`config.mk`:
```
export PLATFORM = sky130hd
export DESIGN_NAME = lock_cmd
export DESIGN_NICKNAME = d
export VERILOG_FILES = /design/src/design/lock_pkg.sv /design/src/design/lock_cmd.sv
export VERILOG_INCLUDE_DIRS = /design/src /design/src/design
export SDC_FILE = /design/constraint.sdc
export NUM_CORES = 2
export LEC_CHECK = 0
export BUFFER_PORTS_ARGS = -buffer_cell sky130_fd_sc_hd__buf_4
export CAP_MARGIN = 15
export CORE_MARGIN = 3
export CORE_UTILIZATION = 35
export DETAILED_ROUTE_END_ITERATION = 7
export GPL_ROUTABILITY_DRIVEN = 1
export GPL_TIMING_DRIVEN = 0
export HOLD_SLACK_MARGIN = 0.08
export SLEW_MARGIN = 20
export SYNTH_ARGS = -nofsm -noshare
export SYNTH_HDL_FRONTEND = slang
export SYNTH_SLANG_ARGS = --single-unit
```
`constraint.sdc`:
```
create_clock -name clk -period 5.59 [get_ports clk]
set_clock_uncertainty 0.05 [all_clocks]
set_input_delay 0.2795 -clock clk [delete_from_list [all_inputs] [get_ports clk]]
set_output_delay 0.2795 -clock clk [all_outputs]
set_load 0.01 [all_outputs]
```
`src/design/lock_defs.svh`:
```
// command codes, lock map geometry and timing counts for the lock and soft-reset block
`ifndef LOCK_DEFS_SVH
`define LOCK_DEFS_SVH
`define OP_LOCK_ONE      8'h36
`define OP_UNLOCK_ONE    8'h39
`define OP_READ_LOCK     8'h3D
`define OP_LOCK_ALL      8'h7E
`define OP_UNLOCK_ALL    8'h98
`define OP_RESET_ENABLE  8'h66
`define OP_RESET_DEVICE  8'h99
`define OP_WRITE_ENABLE  8'h06
`define OP_PAGE_PROGRAM  8'h02
`define OP_ERASE_4K      8'h20
`define OP_ERASE_32K     8'h52
`define OP_ERASE_64K     8'hD8
`define ADDR_BITS        24
`define NUM_BLOCKS       256
`define NUM_SMALL        16
`define NUM_UNITS        286
`define LOCK_RESET_VAL   1'b1
`define CLK_MHZ          25
`define RESET_TIME_US    30
`define RESET_CYCLES     (`RESET_TIME_US * `CLK_MHZ)
`endif

```
`src/design/lock_pkg.sv`:
```
// types shared by the lock and soft-reset block
package lock_pkg;
  typedef enum logic [1:0] {
    st_opcode,
    st_address,
    st_shift_out,
    st_ignore
  } frame_state_t;
endpackage

```
`src/design/lock_cmd.sv`:
```
// serial command interpreter for per-unit lock bits and two-step soft reset
`timescale 1ns/100ps
`include "lock_defs.svh"
module lock_cmd (
  input  wire logic        clk,
  input  wire logic        srst,
  input  wire logic        cs_n_pin,
  input  wire logic        sclk_pin,
  input  wire logic        sdi_pin,
  input  wire logic        individual_protect_select,
  input  wire logic        protect_complement,
  input  wire logic        small_unit_granularity,
  input  wire logic        top_or_bottom_select,
  input  wire logic [2:0]  block_protect_field,
  input  wire logic        array_busy,
  output logic             sdo,
  output logic             sdo_oe,
  output logic             write_enable_latch,
  output logic             paused_op_flag,
  output logic [7:0]       read_param_bits,
  output logic [2:0]       wrap_setting_bits,
  output logic             reset_busy,
  output logic             write_go,
  output logic [23:0]      write_addr,
  output logic [7:0]       write_op,
  output logic             write_blocked
);
  localparam int RST_CNT = `RESET_CYCLES;

  // unit index: top and bottom 64KB blocks split into 16 sectors each
  function automatic logic [8:0] unit_of(input logic [23:0] a);
    logic [7:0] blk;
    blk = a[23:16];
    if (blk == 8'h00)
      unit_of = {5'h00, a[15:12]};
    else if (blk == 8'hFF)
      unit_of = 9'(`NUM_UNITS - `NUM_SMALL) + {5'h00, a[15:12]};
    else
      unit_of = 9'(`NUM_SMALL - 1) + {1'b0, blk};
  endfunction

  // block-protect scheme: protected range of 64KB blocks or 4KB sectors
  function automatic logic bp_protects(input logic [23:0] a, input logic cmp, input logic sec,
                                       input logic tb, input logic [2:0] bp);
    logic       hit;
    logic [7:0] span;
    hit = 1'b0;
    span = 8'h00;
    if (bp != 3'h0) begin
      if (sec) begin
        span = 8'h01 << ((bp > 3'h4) ? 3'h4 : bp - 3'h1);
        hit = tb ? (a[23:16] == 8'h00 && {4'h0, a[15:12]} < span)
                 : (a[23:16] == 8'hFF && {4'h0, ~a[15:12]} < span);
      end else begin
        span = (bp == 3'h7) ? 8'hFF : (8'h04 << (bp - 3'h1));
        hit = (bp == 3'h7) ? 1'b1 : (tb ? (a[23:16] < span) : (~a[23:16] < span));
      end
    end
    bp_protects = hit ^ cmp;
  endfunction

  logic cs_m, cs_s, sck_m, sck_s, sck_d, sdi_m, sdi_s;
  always_ff @(posedge clk) begin
    cs_m  <= cs_n_pin;
    cs_s  <= cs_m;
    sck_m <= sclk_pin;
    sck_s <= sck_m;
    sdi_m <= sdi_pin;
    sdi_s <= sdi_m;
    sck_d <= sck_s;
  end
  wire rise = sck_s & ~sck_d & ~cs_s;
  wire fall = ~sck_s & sck_d & ~cs_s;

  logic [`NUM_UNITS-1:0]  lock_reg, lock_next;
  lock_pkg::frame_state_t state_reg, state_next;
  logic [5:0]  cnt_reg, cnt_next;
  logic [7:0]  op_reg, op_next;
  logic [23:0] addr_reg, addr_next;
  logic [7:0]  out_reg, out_next;
  logic        cs_d_reg, wel_reg, wel_next, rsten_reg, rsten_next, sus_reg, sus_next;
  logic [7:0]  rp_reg, rp_next;
  logic [2:0]  wrap_reg, wrap_next;
  logic [13:0] rst_cnt_reg, rst_cnt_next;
  logic        sdo_reg, sdo_next, oe_reg, oe_next, go_reg, go_next, blk_reg, blk_next;
  logic [7:0]  wop_reg, wop_next;
  logic [23:0] wad_reg, wad_next;
  logic        busy_reg, busy_next;

  wire frame_end = cs_s & ~cs_d_reg;
  wire byte_done = rise && cnt_reg[2:0] == 3'h7;

  always_comb begin
    logic [7:0]  op_full;
    logic [23:0] a_full;
    logic        prot;
    op_full = {op_reg[6:0], sdi_s};
    a_full  = {addr_reg[22:0], sdi_s};
    prot    = 1'b0;
    state_next = state_reg;
    cnt_next = cnt_reg;
    op_next = op_reg;
    addr_next = addr_reg;
    out_next = out_reg;
    lock_next = lock_reg;
    wel_next = wel_reg;
    rsten_next = rsten_reg;
    sus_next = sus_reg;
    rp_next = rp_reg;
    wrap_next = wrap_reg;
    rst_cnt_next = (rst_cnt_reg != 14'h0) ? rst_cnt_reg - 14'h1 : 14'h0;
    sdo_next = sdo_reg;
    oe_next = oe_reg;
    go_next = 1'b0;
    blk_next = 1'b0;
    wop_next = wop_reg;
    wad_next = wad_reg;
    if (cs_s) begin
      state_next = lock_pkg::st_opcode;
      cnt_next = 6'h0;
      oe_next = 1'b0;
    end
    if (rst_cnt_reg != 14'h0) begin
      if (!cs_s)
        state_next = lock_pkg::st_ignore;
    end else if (rise) begin
      cnt_next = cnt_reg + 6'h1;
      case (state_reg)
        lock_pkg::st_opcode: begin
          op_next = op_full;
          if (byte_done) begin
            // a reset-enable survives only into a reset opcode, whose frame end then consumes it
            rsten_next = (op_full == `OP_RESET_ENABLE) || (op_full == `OP_RESET_DEVICE && rsten_reg);
            if (op_full == `OP_RESET_DEVICE && !rsten_reg)
              state_next = lock_pkg::st_ignore;
            else if (op_full == `OP_LOCK_ONE || op_full == `OP_UNLOCK_ONE || op_full == `OP_READ_LOCK ||
                     op_full == `OP_PAGE_PROGRAM || op_full == `OP_ERASE_4K ||
                     op_full == `OP_ERASE_32K || op_full == `OP_ERASE_64K)
              state_next = lock_pkg::st_address;
            else
              state_next = lock_pkg::st_ignore;
          end
        end
        lock_pkg::st_address: begin
          addr_next = a_full;
          if (cnt_reg == 6'h1F && op_reg == `OP_READ_LOCK) begin
            out_next = {7'h00, lock_reg[unit_of(a_full)]};
            state_next = lock_pkg::st_shift_out;
          end
        end
        default: ;
      endcase
    end
    // byte recirculates so a long clock train repeats it
    if (state_reg == lock_pkg::st_shift_out && fall && rst_cnt_reg == 14'h0) begin
      sdo_next = out_reg[7];
      oe_next = 1'b1;
      out_next = {out_reg[6:0], out_reg[7]};
    end
    if (frame_end && rst_cnt_reg == 14'h0) begin
      if (cnt_reg == 6'h08 && op_reg == `OP_RESET_DEVICE && rsten_reg) begin
        lock_next = {`NUM_UNITS{`LOCK_RESET_VAL}};
        wel_next = 1'b0;
        sus_next = 1'b0;
        rp_next = 8'h00;
        wrap_next = 3'h0;
        rsten_next = 1'b0;
        rst_cnt_next = 14'(RST_CNT);
      end else if (cnt_reg == 6'h08 && op_reg == `OP_WRITE_ENABLE) begin
        wel_next = 1'b1;
      end else if (cnt_reg == 6'h08 && wel_reg && op_reg == `OP_LOCK_ALL) begin
        lock_next = {`NUM_UNITS{1'b1}};
        wel_next = 1'b0;
      end else if (cnt_reg == 6'h08 && wel_reg && op_reg == `OP_UNLOCK_ALL) begin
        lock_next = {`NUM_UNITS{1'b0}};
        wel_next = 1'b0;
      end else if (cnt_reg == 6'h20 && wel_reg &&
                   (op_reg == `OP_LOCK_ONE || op_reg == `OP_UNLOCK_ONE)) begin
        lock_next[unit_of(addr_reg)] = (op_reg == `OP_LOCK_ONE);
        wel_next = 1'b0;
      end else if (cnt_reg >= 6'h20 && wel_reg && op_reg != `OP_READ_LOCK && op_reg != `OP_LOCK_ONE &&
                   op_reg != `OP_UNLOCK_ONE) begin
        if (individual_protect_select)
          prot = lock_reg[unit_of(addr_reg)];
        else
          prot = bp_protects(addr_reg, protect_complement, small_unit_granularity,
                             top_or_bottom_select, block_protect_field);
        go_next = ~prot;
        blk_next = prot;
        wop_next = op_reg;
        wad_next = addr_reg;
        wel_next = 1'b0;
      end
    end
    busy_next = (rst_cnt_next != 14'h0);
  end

  always_ff @(posedge clk) begin
    if (srst) begin
      state_reg <= lock_pkg::st_opcode;
      cnt_reg <= 6'h0;
      op_reg <= 8'h00;
      addr_reg <= 24'h000000;
      out_reg <= 8'h00;
      lock_reg <= {`NUM_UNITS{`LOCK_RESET_VAL}};
      cs_d_reg <= 1'b1;
      wel_reg <= 1'b0;
      rsten_reg <= 1'b0;
      sus_reg <= 1'b0;
      rp_reg <= 8'h00;
      wrap_reg <= 3'h0;
      rst_cnt_reg <= 14'h0;
      sdo_reg <= 1'b0;
      oe_reg <= 1'b0;
      go_reg <= 1'b0;
      blk_reg <= 1'b0;
      wop_reg <= 8'h00;
      wad_reg <= 24'h000000;
      busy_reg <= 1'b0;
    end else begin
      state_reg <= state_next;
      cnt_reg <= cnt_next;
      op_reg <= op_next;
      addr_reg <= addr_next;
      out_reg <= out_next;
      lock_reg <= lock_next;
      cs_d_reg <= cs_s;
      wel_reg <= wel_next;
      rsten_reg <= rsten_next;
      sus_reg <= sus_next;
      rp_reg <= rp_next;
      wrap_reg <= wrap_next;
      rst_cnt_reg <= rst_cnt_next;
      sdo_reg <= sdo_next;
      oe_reg <= oe_next;
      go_reg <= go_next;
      blk_reg <= blk_next;
      wop_reg <= wop_next;
      wad_reg <= wad_next;
      busy_reg <= busy_next;
    end
  end

  assign sdo = sdo_reg;
  assign sdo_oe = oe_reg;
  assign write_enable_latch = wel_reg;
  assign paused_op_flag = sus_reg;
  assign read_param_bits = rp_reg;
  assign wrap_setting_bits = wrap_reg;
  assign reset_busy = busy_reg;
  assign write_go = go_reg;
  assign write_blocked = blk_reg;
  assign write_op = wop_reg;
  assign write_addr = wad_reg;
  // busy of the array engine is neither used nor reported; host must check it before reset
  wire unused_busy = array_busy;
endmodule

```
### Word-level counts from Yosys, hierarchy flattened

Index checks and enable logic that the tools add are counted.

* register bits: 395
* bits of input ports: 13
* output and inout port bits: 50
* logic and storage cells: 236

* add/sub/neg operators: 7
* $lt $le $gt $ge: 10
* equality and inequality tests: 30
* shift operators: 2
* mux-type cells: 91
* bitwise gates (word level): 21
* reduce and logical (&&, ||, !) cells: 51

Operators by type and width (number)
* two-way mux 286 bit: 5
* bitwise mux 286 bit: 1
* two-way mux 9 bit: 22
* == test 8 x 6 -> 1 bit, second input constant: 7
* == test 8 bit, second input constant: 6
* two-way mux 8 bit: 6
* two-way mux 14 bit: 3
* two-way mux 1 bit: 38
* < comparator 9 x 10 -> 1 bit, second input constant: 3
* nonzero test 14 bit: 2
* == test 8 x 7 -> 1 bit, second input constant: 3
* != test 8 x 6 -> 1 bit, second input constant: 3
* logical AND 1 bit: 22
* adder 4 x 8 -> 9 bit, first input constant: 2
* adder 9 x 4 -> 9 bit, first input constant: 2
* binary-select mux 1 bit (select 9 bit): 2
* two-way mux 6 bit: 3
* logical NOT 8 bit: 2
* < comparator 4 x 8 -> 1 bit: 2
* < comparator 8 bit: 2
* two-way mux 2 bit: 8
* logical NOT 14 bit: 1
* subtractor 14 x 1 -> 14 bit, second input constant: 1
* inverter 1 bit: 13
* other kinds (36): 53

### Logic depth before layout (Yosys ltp)

* depth after elaboration: 26
* gate-level depth with buffers: 20
* depth with buffers taken out: 17

### Least setup slack after synthesis

Ideal clock, no wire load.

* kind: register to register
* start: reg addr_reg[22]
* end: reg go_reg, in the netlist write_go
* setup time: 0.073 ns
* arrival: 3.316 ns
* required time: 5.467 ns
* setup slack: 2.151 ns
* cell stages (with the launch flop): 16
* path buffers: 4
* period minus slack after synthesis: 3.439 ns
* cell sequence: dfxtp_1 buf_6 or4_1 buf_2 o21ai_0 o311ai_2 nand2_1 buf_2 buf_4 mux2_2 o21ai_0 o211ai_1 a21oi_1 nor4_2 a2111oi_2 nor3b_2

* cells in the longest elaborated chain, start to end: 24
* elaborated cells on any way between the ends: 43
* those cells by class: add/sub (1); order compare (2); eq/ne (1); mux (33); bitwise (3); reduce/logical (3)

Ends and longest elaborated chain
* start: declaration: RTL line lock_cmd.sv:79 `logic [23:0] addr_reg, addr_next;`
* start signal: assignment: RTL line lock_cmd.sv:224 `addr_reg <= addr_next;`
* branches (longest 15 deep; another with adder 4 x 8 -> 9 bit)
* two-way mux 1 bit (*): RTL line lock_cmd.sv:183 `if (individual_protect_select)`
* two-way mux 1 bit (*): RTL line lock_cmd.sv:181 `` end else if (cnt_reg >= 6'h20 && wel_reg && op_reg != `OP_READ_LOCK && op_reg != `OP_LOCK_ONE && ``
* two-way mux 1 bit (*): RTL line lock_cmd.sv:177 `end else if (cnt_reg == 6'h20 && wel_reg &&`
* two-way mux 1 bit (*): RTL line lock_cmd.sv:174 `` end else if (cnt_reg == 6'h08 && wel_reg && op_reg == `OP_UNLOCK_ALL) begin ``
* two-way mux 1 bit (*): RTL line lock_cmd.sv:171 `` end else if (cnt_reg == 6'h08 && wel_reg && op_reg == `OP_LOCK_ALL) begin ``
* two-way mux 1 bit (*): RTL line lock_cmd.sv:169 `` end else if (cnt_reg == 6'h08 && op_reg == `OP_WRITE_ENABLE) begin ``
* two-way mux 1 bit (*): RTL line lock_cmd.sv:161 `` if (cnt_reg == 6'h08 && op_reg == `OP_RESET_DEVICE && rsten_reg) begin ``
* two-way mux 1 bit (*): RTL line lock_cmd.sv:160 `if (frame_end && rst_cnt_reg == 14'h0) begin`
* inverter 1 bit (*): RTL line lock_cmd.sv:188 `go_next = ~prot;`
* end signal: assignment: RTL line lock_cmd.sv:236 `go_reg <= go_next;`
* end: declaration: RTL line lock_cmd.sv:85 `logic sdo_reg, sdo_next, oe_reg, oe_next, go_reg, go_next, blk_reg, blk_next;`

Every way passes the cells marked *. The select of a mux whose other input is x is not followed.
A chain may end at the register's enable or synchronous reset.

### Final worst setup path

* start: reg addr_reg[15]
* end: reg out_reg[0]

* cells in the longest elaborated chain, start to end: 14
* elaborated cells on any way between the ends: 16
* those cells by class: add/sub (1); eq/ne (1); mux (13); reduce/logical (1)

Ends and longest elaborated chain
* adder 4 x 8 -> 9 bit or == test 8 bit (tied branches): RTL line lock_cmd.sv:39, lock_cmd.sv:36
* two-way mux 9 bit: RTL line lock_cmd.sv:36 `else if (blk == 8'hFF)`
* two-way mux 9 bit (*): RTL line lock_cmd.sv:34 `if (blk == 8'h00)`
* two-way mux 9 bit (*): RTL line lock_cmd.sv:146 `` if (cnt_reg == 6'h1F && op_reg == `OP_READ_LOCK) begin ``
* two-way mux 9 bit (*): RTL line lock_cmd.sv:128 `case (state_reg)`
* two-way mux 9 bit (*): RTL line lock_cmd.sv:126 `end else if (rise) begin`
* two-way mux 9 bit (*): RTL line lock_cmd.sv:123 `if (rst_cnt_reg != 14'h0) begin`
* binary-select mux 1 bit (select 9 bit) (*): RTL line lock_cmd.sv:147 `out_next = {7'h00, lock_reg[unit_of(a_full)]};`
* two-way mux 1 bit (implied by the code) (*): RTL line lock_cmd.sv:147
* two-way mux 8 bit (*): RTL line lock_cmd.sv:146
* two-way mux 8 bit (*): RTL line lock_cmd.sv:128
* two-way mux 8 bit (*): RTL line lock_cmd.sv:126
* two-way mux 8 bit (*): RTL line lock_cmd.sv:123
* two-way mux 8 bit (*): RTL line lock_cmd.sv:155 `if (state_reg == lock_pkg::st_shift_out && fall && rst_cnt_reg == 14'h0) begin`
* end signal: assignment: RTL line lock_cmd.sv:225 `out_reg <= out_next;`
* end: declaration: RTL line lock_cmd.sv:80 `logic [7:0] out_reg, out_next;`

Mark *: on every way between the ends. The rest lies on a longest branch, timed or not. The select of a mux whose other input is x is not followed.

==> impl_metrics.csv <==
group,metric,value,unit
status,status,"finished with violations",
status,violations,"design-rule violations, negative setup slack",
synthesis,synth_top_area_share,29.3,%
sta,setup_viol,9,
final_layout,mostFrequentLayoutCell,"nand2_1",
clock_tree,cts_made_buffers,50,
drt,num_vias,32700,
final_layout,drive_gt1_share,7.04,%
final_layout,instances_no_fill,5183,
pwr,p_seq_share,40.8,%
floorplan,io_pins,63,
clock_tree,cts_buffer_depth,3,
synthesis,synth_edf_count,0,
sta,finalCritPeriodShare,103,%
clock_tree,clock_sinks,395,
placed_design,placed_cells,5082,
synthesis,ys_seq_elements,395,
synthesis,async_reset_ff_share,0,%
floorplan,rows,101,
synthesis,ys_top_cells_by_area,"dfxtp_1, nand2_1, a21oi_1",
grt,grt.overflow.total,0,
pwr,p_switching,1.82,mW
sta,rsz0062_at_grt,"true",
drt,detail_route.wirelength,154000,um
grt,grt_pass1_wl,214000,um
synthesis,yosysWarnings,0,
synthesis,syn_area,27000,um^2
setup_path,crit_path_start_kind,"register",
synthesis,yosys.area.top_type,"dfxtp_1",
final_layout,nNetsFinal,4164,
sta,tns,-0.454,ns
floorplan,fp.dieH,284,um
synthesis,yosysSeqAreaShare,29.3,%
synthesis,ys_types,83,
drt,wl_per_cell,29.7,um
synthesis,netlist_instances,3987,
pwr,pwr-share-comb,6.9,%
floorplan,start_util,35.4,%
setup_path,crit_arrival,6.21,ns
synthesis,synth_flop_cell,"dfxtp_1",
placed_design,gp_congestion,1.14,
pwr,p_leak,12.0,nW
pwr,powerDensity,232,nW/um^2
floorplan,fp.dieArea,80500,um^2
clock_tree,cts_tree,"built",
drt,drt_iter0_drc,5258,
sta,hold_violations,0,
final_layout,area_delta_synth_final,14.1,%
setup_path,critPathMaxFanout,10,
clock_tree,clk_latency,0.65,ns
sta,slew_headroom,14.1,%
grt,grt_max_degree,16,
grt,antenna_found_initial,9,
sta,hold-worst-slack,0.235,ns
floorplan,dieWidth,284,um
pwr,ir_drop,281,uV
clock_tree,clk_pin_slew,0.06,ns
placed_design,numPortBuffers,48,
grt,grt_usage,36.3,%
final_layout,fillers,8183,
setup_path,criticalPathCategory,"reg2reg",
synthesis,avgSynthCellArea,6.77,um^2
drt,post-route-drc-count,13,
setup_path,cp-end-kind,"register",
final_layout,design_area,30800,um^2
clock_tree,cts_setup_buffers,0,
pwr,p_int,5.32,mW
sta,tightest_slew,1.28,ns
pwr,swShare,25.5,%
sta,clock.fmax,0.174,GHz
placed_design,dp_hpwl,112000,um
drt,drt_first_pass_iters,8,
sta,setup_ws,-0.149,ns
drt,vias_per_cell,6.31,
final_layout,layout_common_cells,"nand2_1, nor2_1, a21oi_1",
clock_tree,htreeDepth,2,
min_path,worst_hold_path_type,"in2reg",
setup_path,required,6.06,ns
grt,grt_pass1_vias,29100,
run,maxCapViolCount,0,
final_layout,largest_register_ff_count,286,
clock_tree,clock-root-buffer,"clkbuf_16",
sta,drv_slew,0,
sta,final.min_clock_period,5.74,ns
pwr,clockPowerShare,52.2,%
drt,postRouteAntennaNets,0,
floorplan,core_area,76200,um^2
placed_design,placed_area,28800,um^2
-- critical path, stage by stage (launching register included) --
cell	delay [ns]
dfxtp_1	0.33
clkbuf_1	0.22
inv_1	0.22
ha_1	0.16
or3b_2	0.48
nor2_1	0.27
o21ai_0	0.23
nand2_1	0.12
buf_2	0.24
buf_2	0.47
buf_2	0.52
buf_1	0.67
o21ai_0	0.48
nand4_1	0.26
o211ai_1	0.17
nand4_1	0.15
o311a_1	0.42
nor2_1	0.10
-- cells in the mapped netlist, drive strengths merged (4+ instances only) --
| master | n |
|---|---|
| o41ai | 7 |
| xor2 | 8 |
| nand3 | 180 |
| a31oi | 35 |
| a22oi | 5 |
| nor2 | 476 |
| o311ai | 5 |
| o2111ai | 14 |
| nor3 | 171 |
| nor2b | 7 |
| xnor2 | 21 |
| nand2 | 680 |
| a21oi | 419 |
| nand4 | 14 |
| nand3b | 6 |
| or3 | 13 |
| inv | 34 |
| a211oi | 13 |
| a2111oi | 6 |
| o2111a | 20 |
| o21ai | 354 |
| o22ai | 6 |
| buf | 113 |
| dfxtp | 395 |
| mux2i | 159 |
| a21o | 32 |
| and2 | 6 |
| nor4 | 15 |
| o21bai | 161 |
| a311oi | 32 |
| mux2 | 7 |
| nor3b | 4 |
| o211ai | 15 |
| clkbuf | 268 |
| ha | 45 |
| and3 | 63 |
| or2 | 4 |
| nand2b | 120 |
| o31ai | 4 |
-- logic make-up after synthesis --
logic type	after synthesis	synth area share, %
muxes	167	6.27
other	1	0.0139
DFF	395	29.3
buffers and inverters	415	6.52
and+or+nand+nor	1774	29.1
adders and majority gates	46	2.12
xor gates and xnor gates	29	0.941
AOI/OAI and AO/OA	1160	25.7
-- metrics by stage --
| step | power (mW) | utilization [%] | setup slack, ns |
|---|---|---|---|
| 2_1_floorplan | 3.33 | - | 2.15 |
| 3_3_place_gp | 3.46 | 37.6 | -0.232 |
| 3_5_place_dp | 3.47 | 37.8 | -0.0940 |
| 4_1_cts | 7.15 | 40.3 | 0.0492 |
| 5_1_grt | 7.34 | 40.4 | -0.100 |
| 6_report | 7.14 | 40.4 | -0.149 |
-- per-layer routing --
layer | GRT usage, % | wire length, um | vias up
met5 | 0 | 63 | -
met4 | 25.8 | 13600 | 6
met3 | 11.6 | 21000 | 698
met2 | 51.1 | 60800 | 2482
met1 | 46.7 | 58500 | 15400
li1 | - | - | 14100
-- power groups by stage --
stage	clock network (mW)	registers (mW)	logic, mW
global route	3.86	2.92	0.555
floorplan	0	2.97	0.366
CTS	3.75	2.92	0.491
finish	3.73	2.92	0.496
detailed placement	0	2.98	0.487
global placement	0	2.98	0.487
-- timing repair --
item / in CTS / in global routing
pin swaps: 0 / 0
hold buffers: 3 / 0
setup endpoints to repair: 9 / 23
hold endpoints to repair: 3 / 0
gates resized for setup: 5 / 37
-- cell type report --
type,count,area (um^2),share of cell area (%)
Buffer,380,1670,5.41
Timing Repair Buffer,57,462,1.50
Multi-Input combinational cell,3188,17400,56.6
Clock inverter,29,480,1.56
Antenna cell,5,12.5,0.0406
Inverter,34,128,0.414
Sequential cell,395,7910,25.7
Tap cell,1030,1290,4.18
Clock buffer,65,1410,4.57
-- path summary, 6_finish.rpt --
check / start / to / slack, ns / cells past startpoint
setup / recovery: addr_reg[15] / out_reg[0] / -0.15 / 17
hold / removal: cs_n_pin / cs_m / 0.23 / 2
setup reg to reg: addr_reg[15] / out_reg[0] / -0.15 / 17
hold reg to reg: sdi_m / sdi_s / 0.28 / 0
Note: power is estimated with default switching activity, not from simulation.
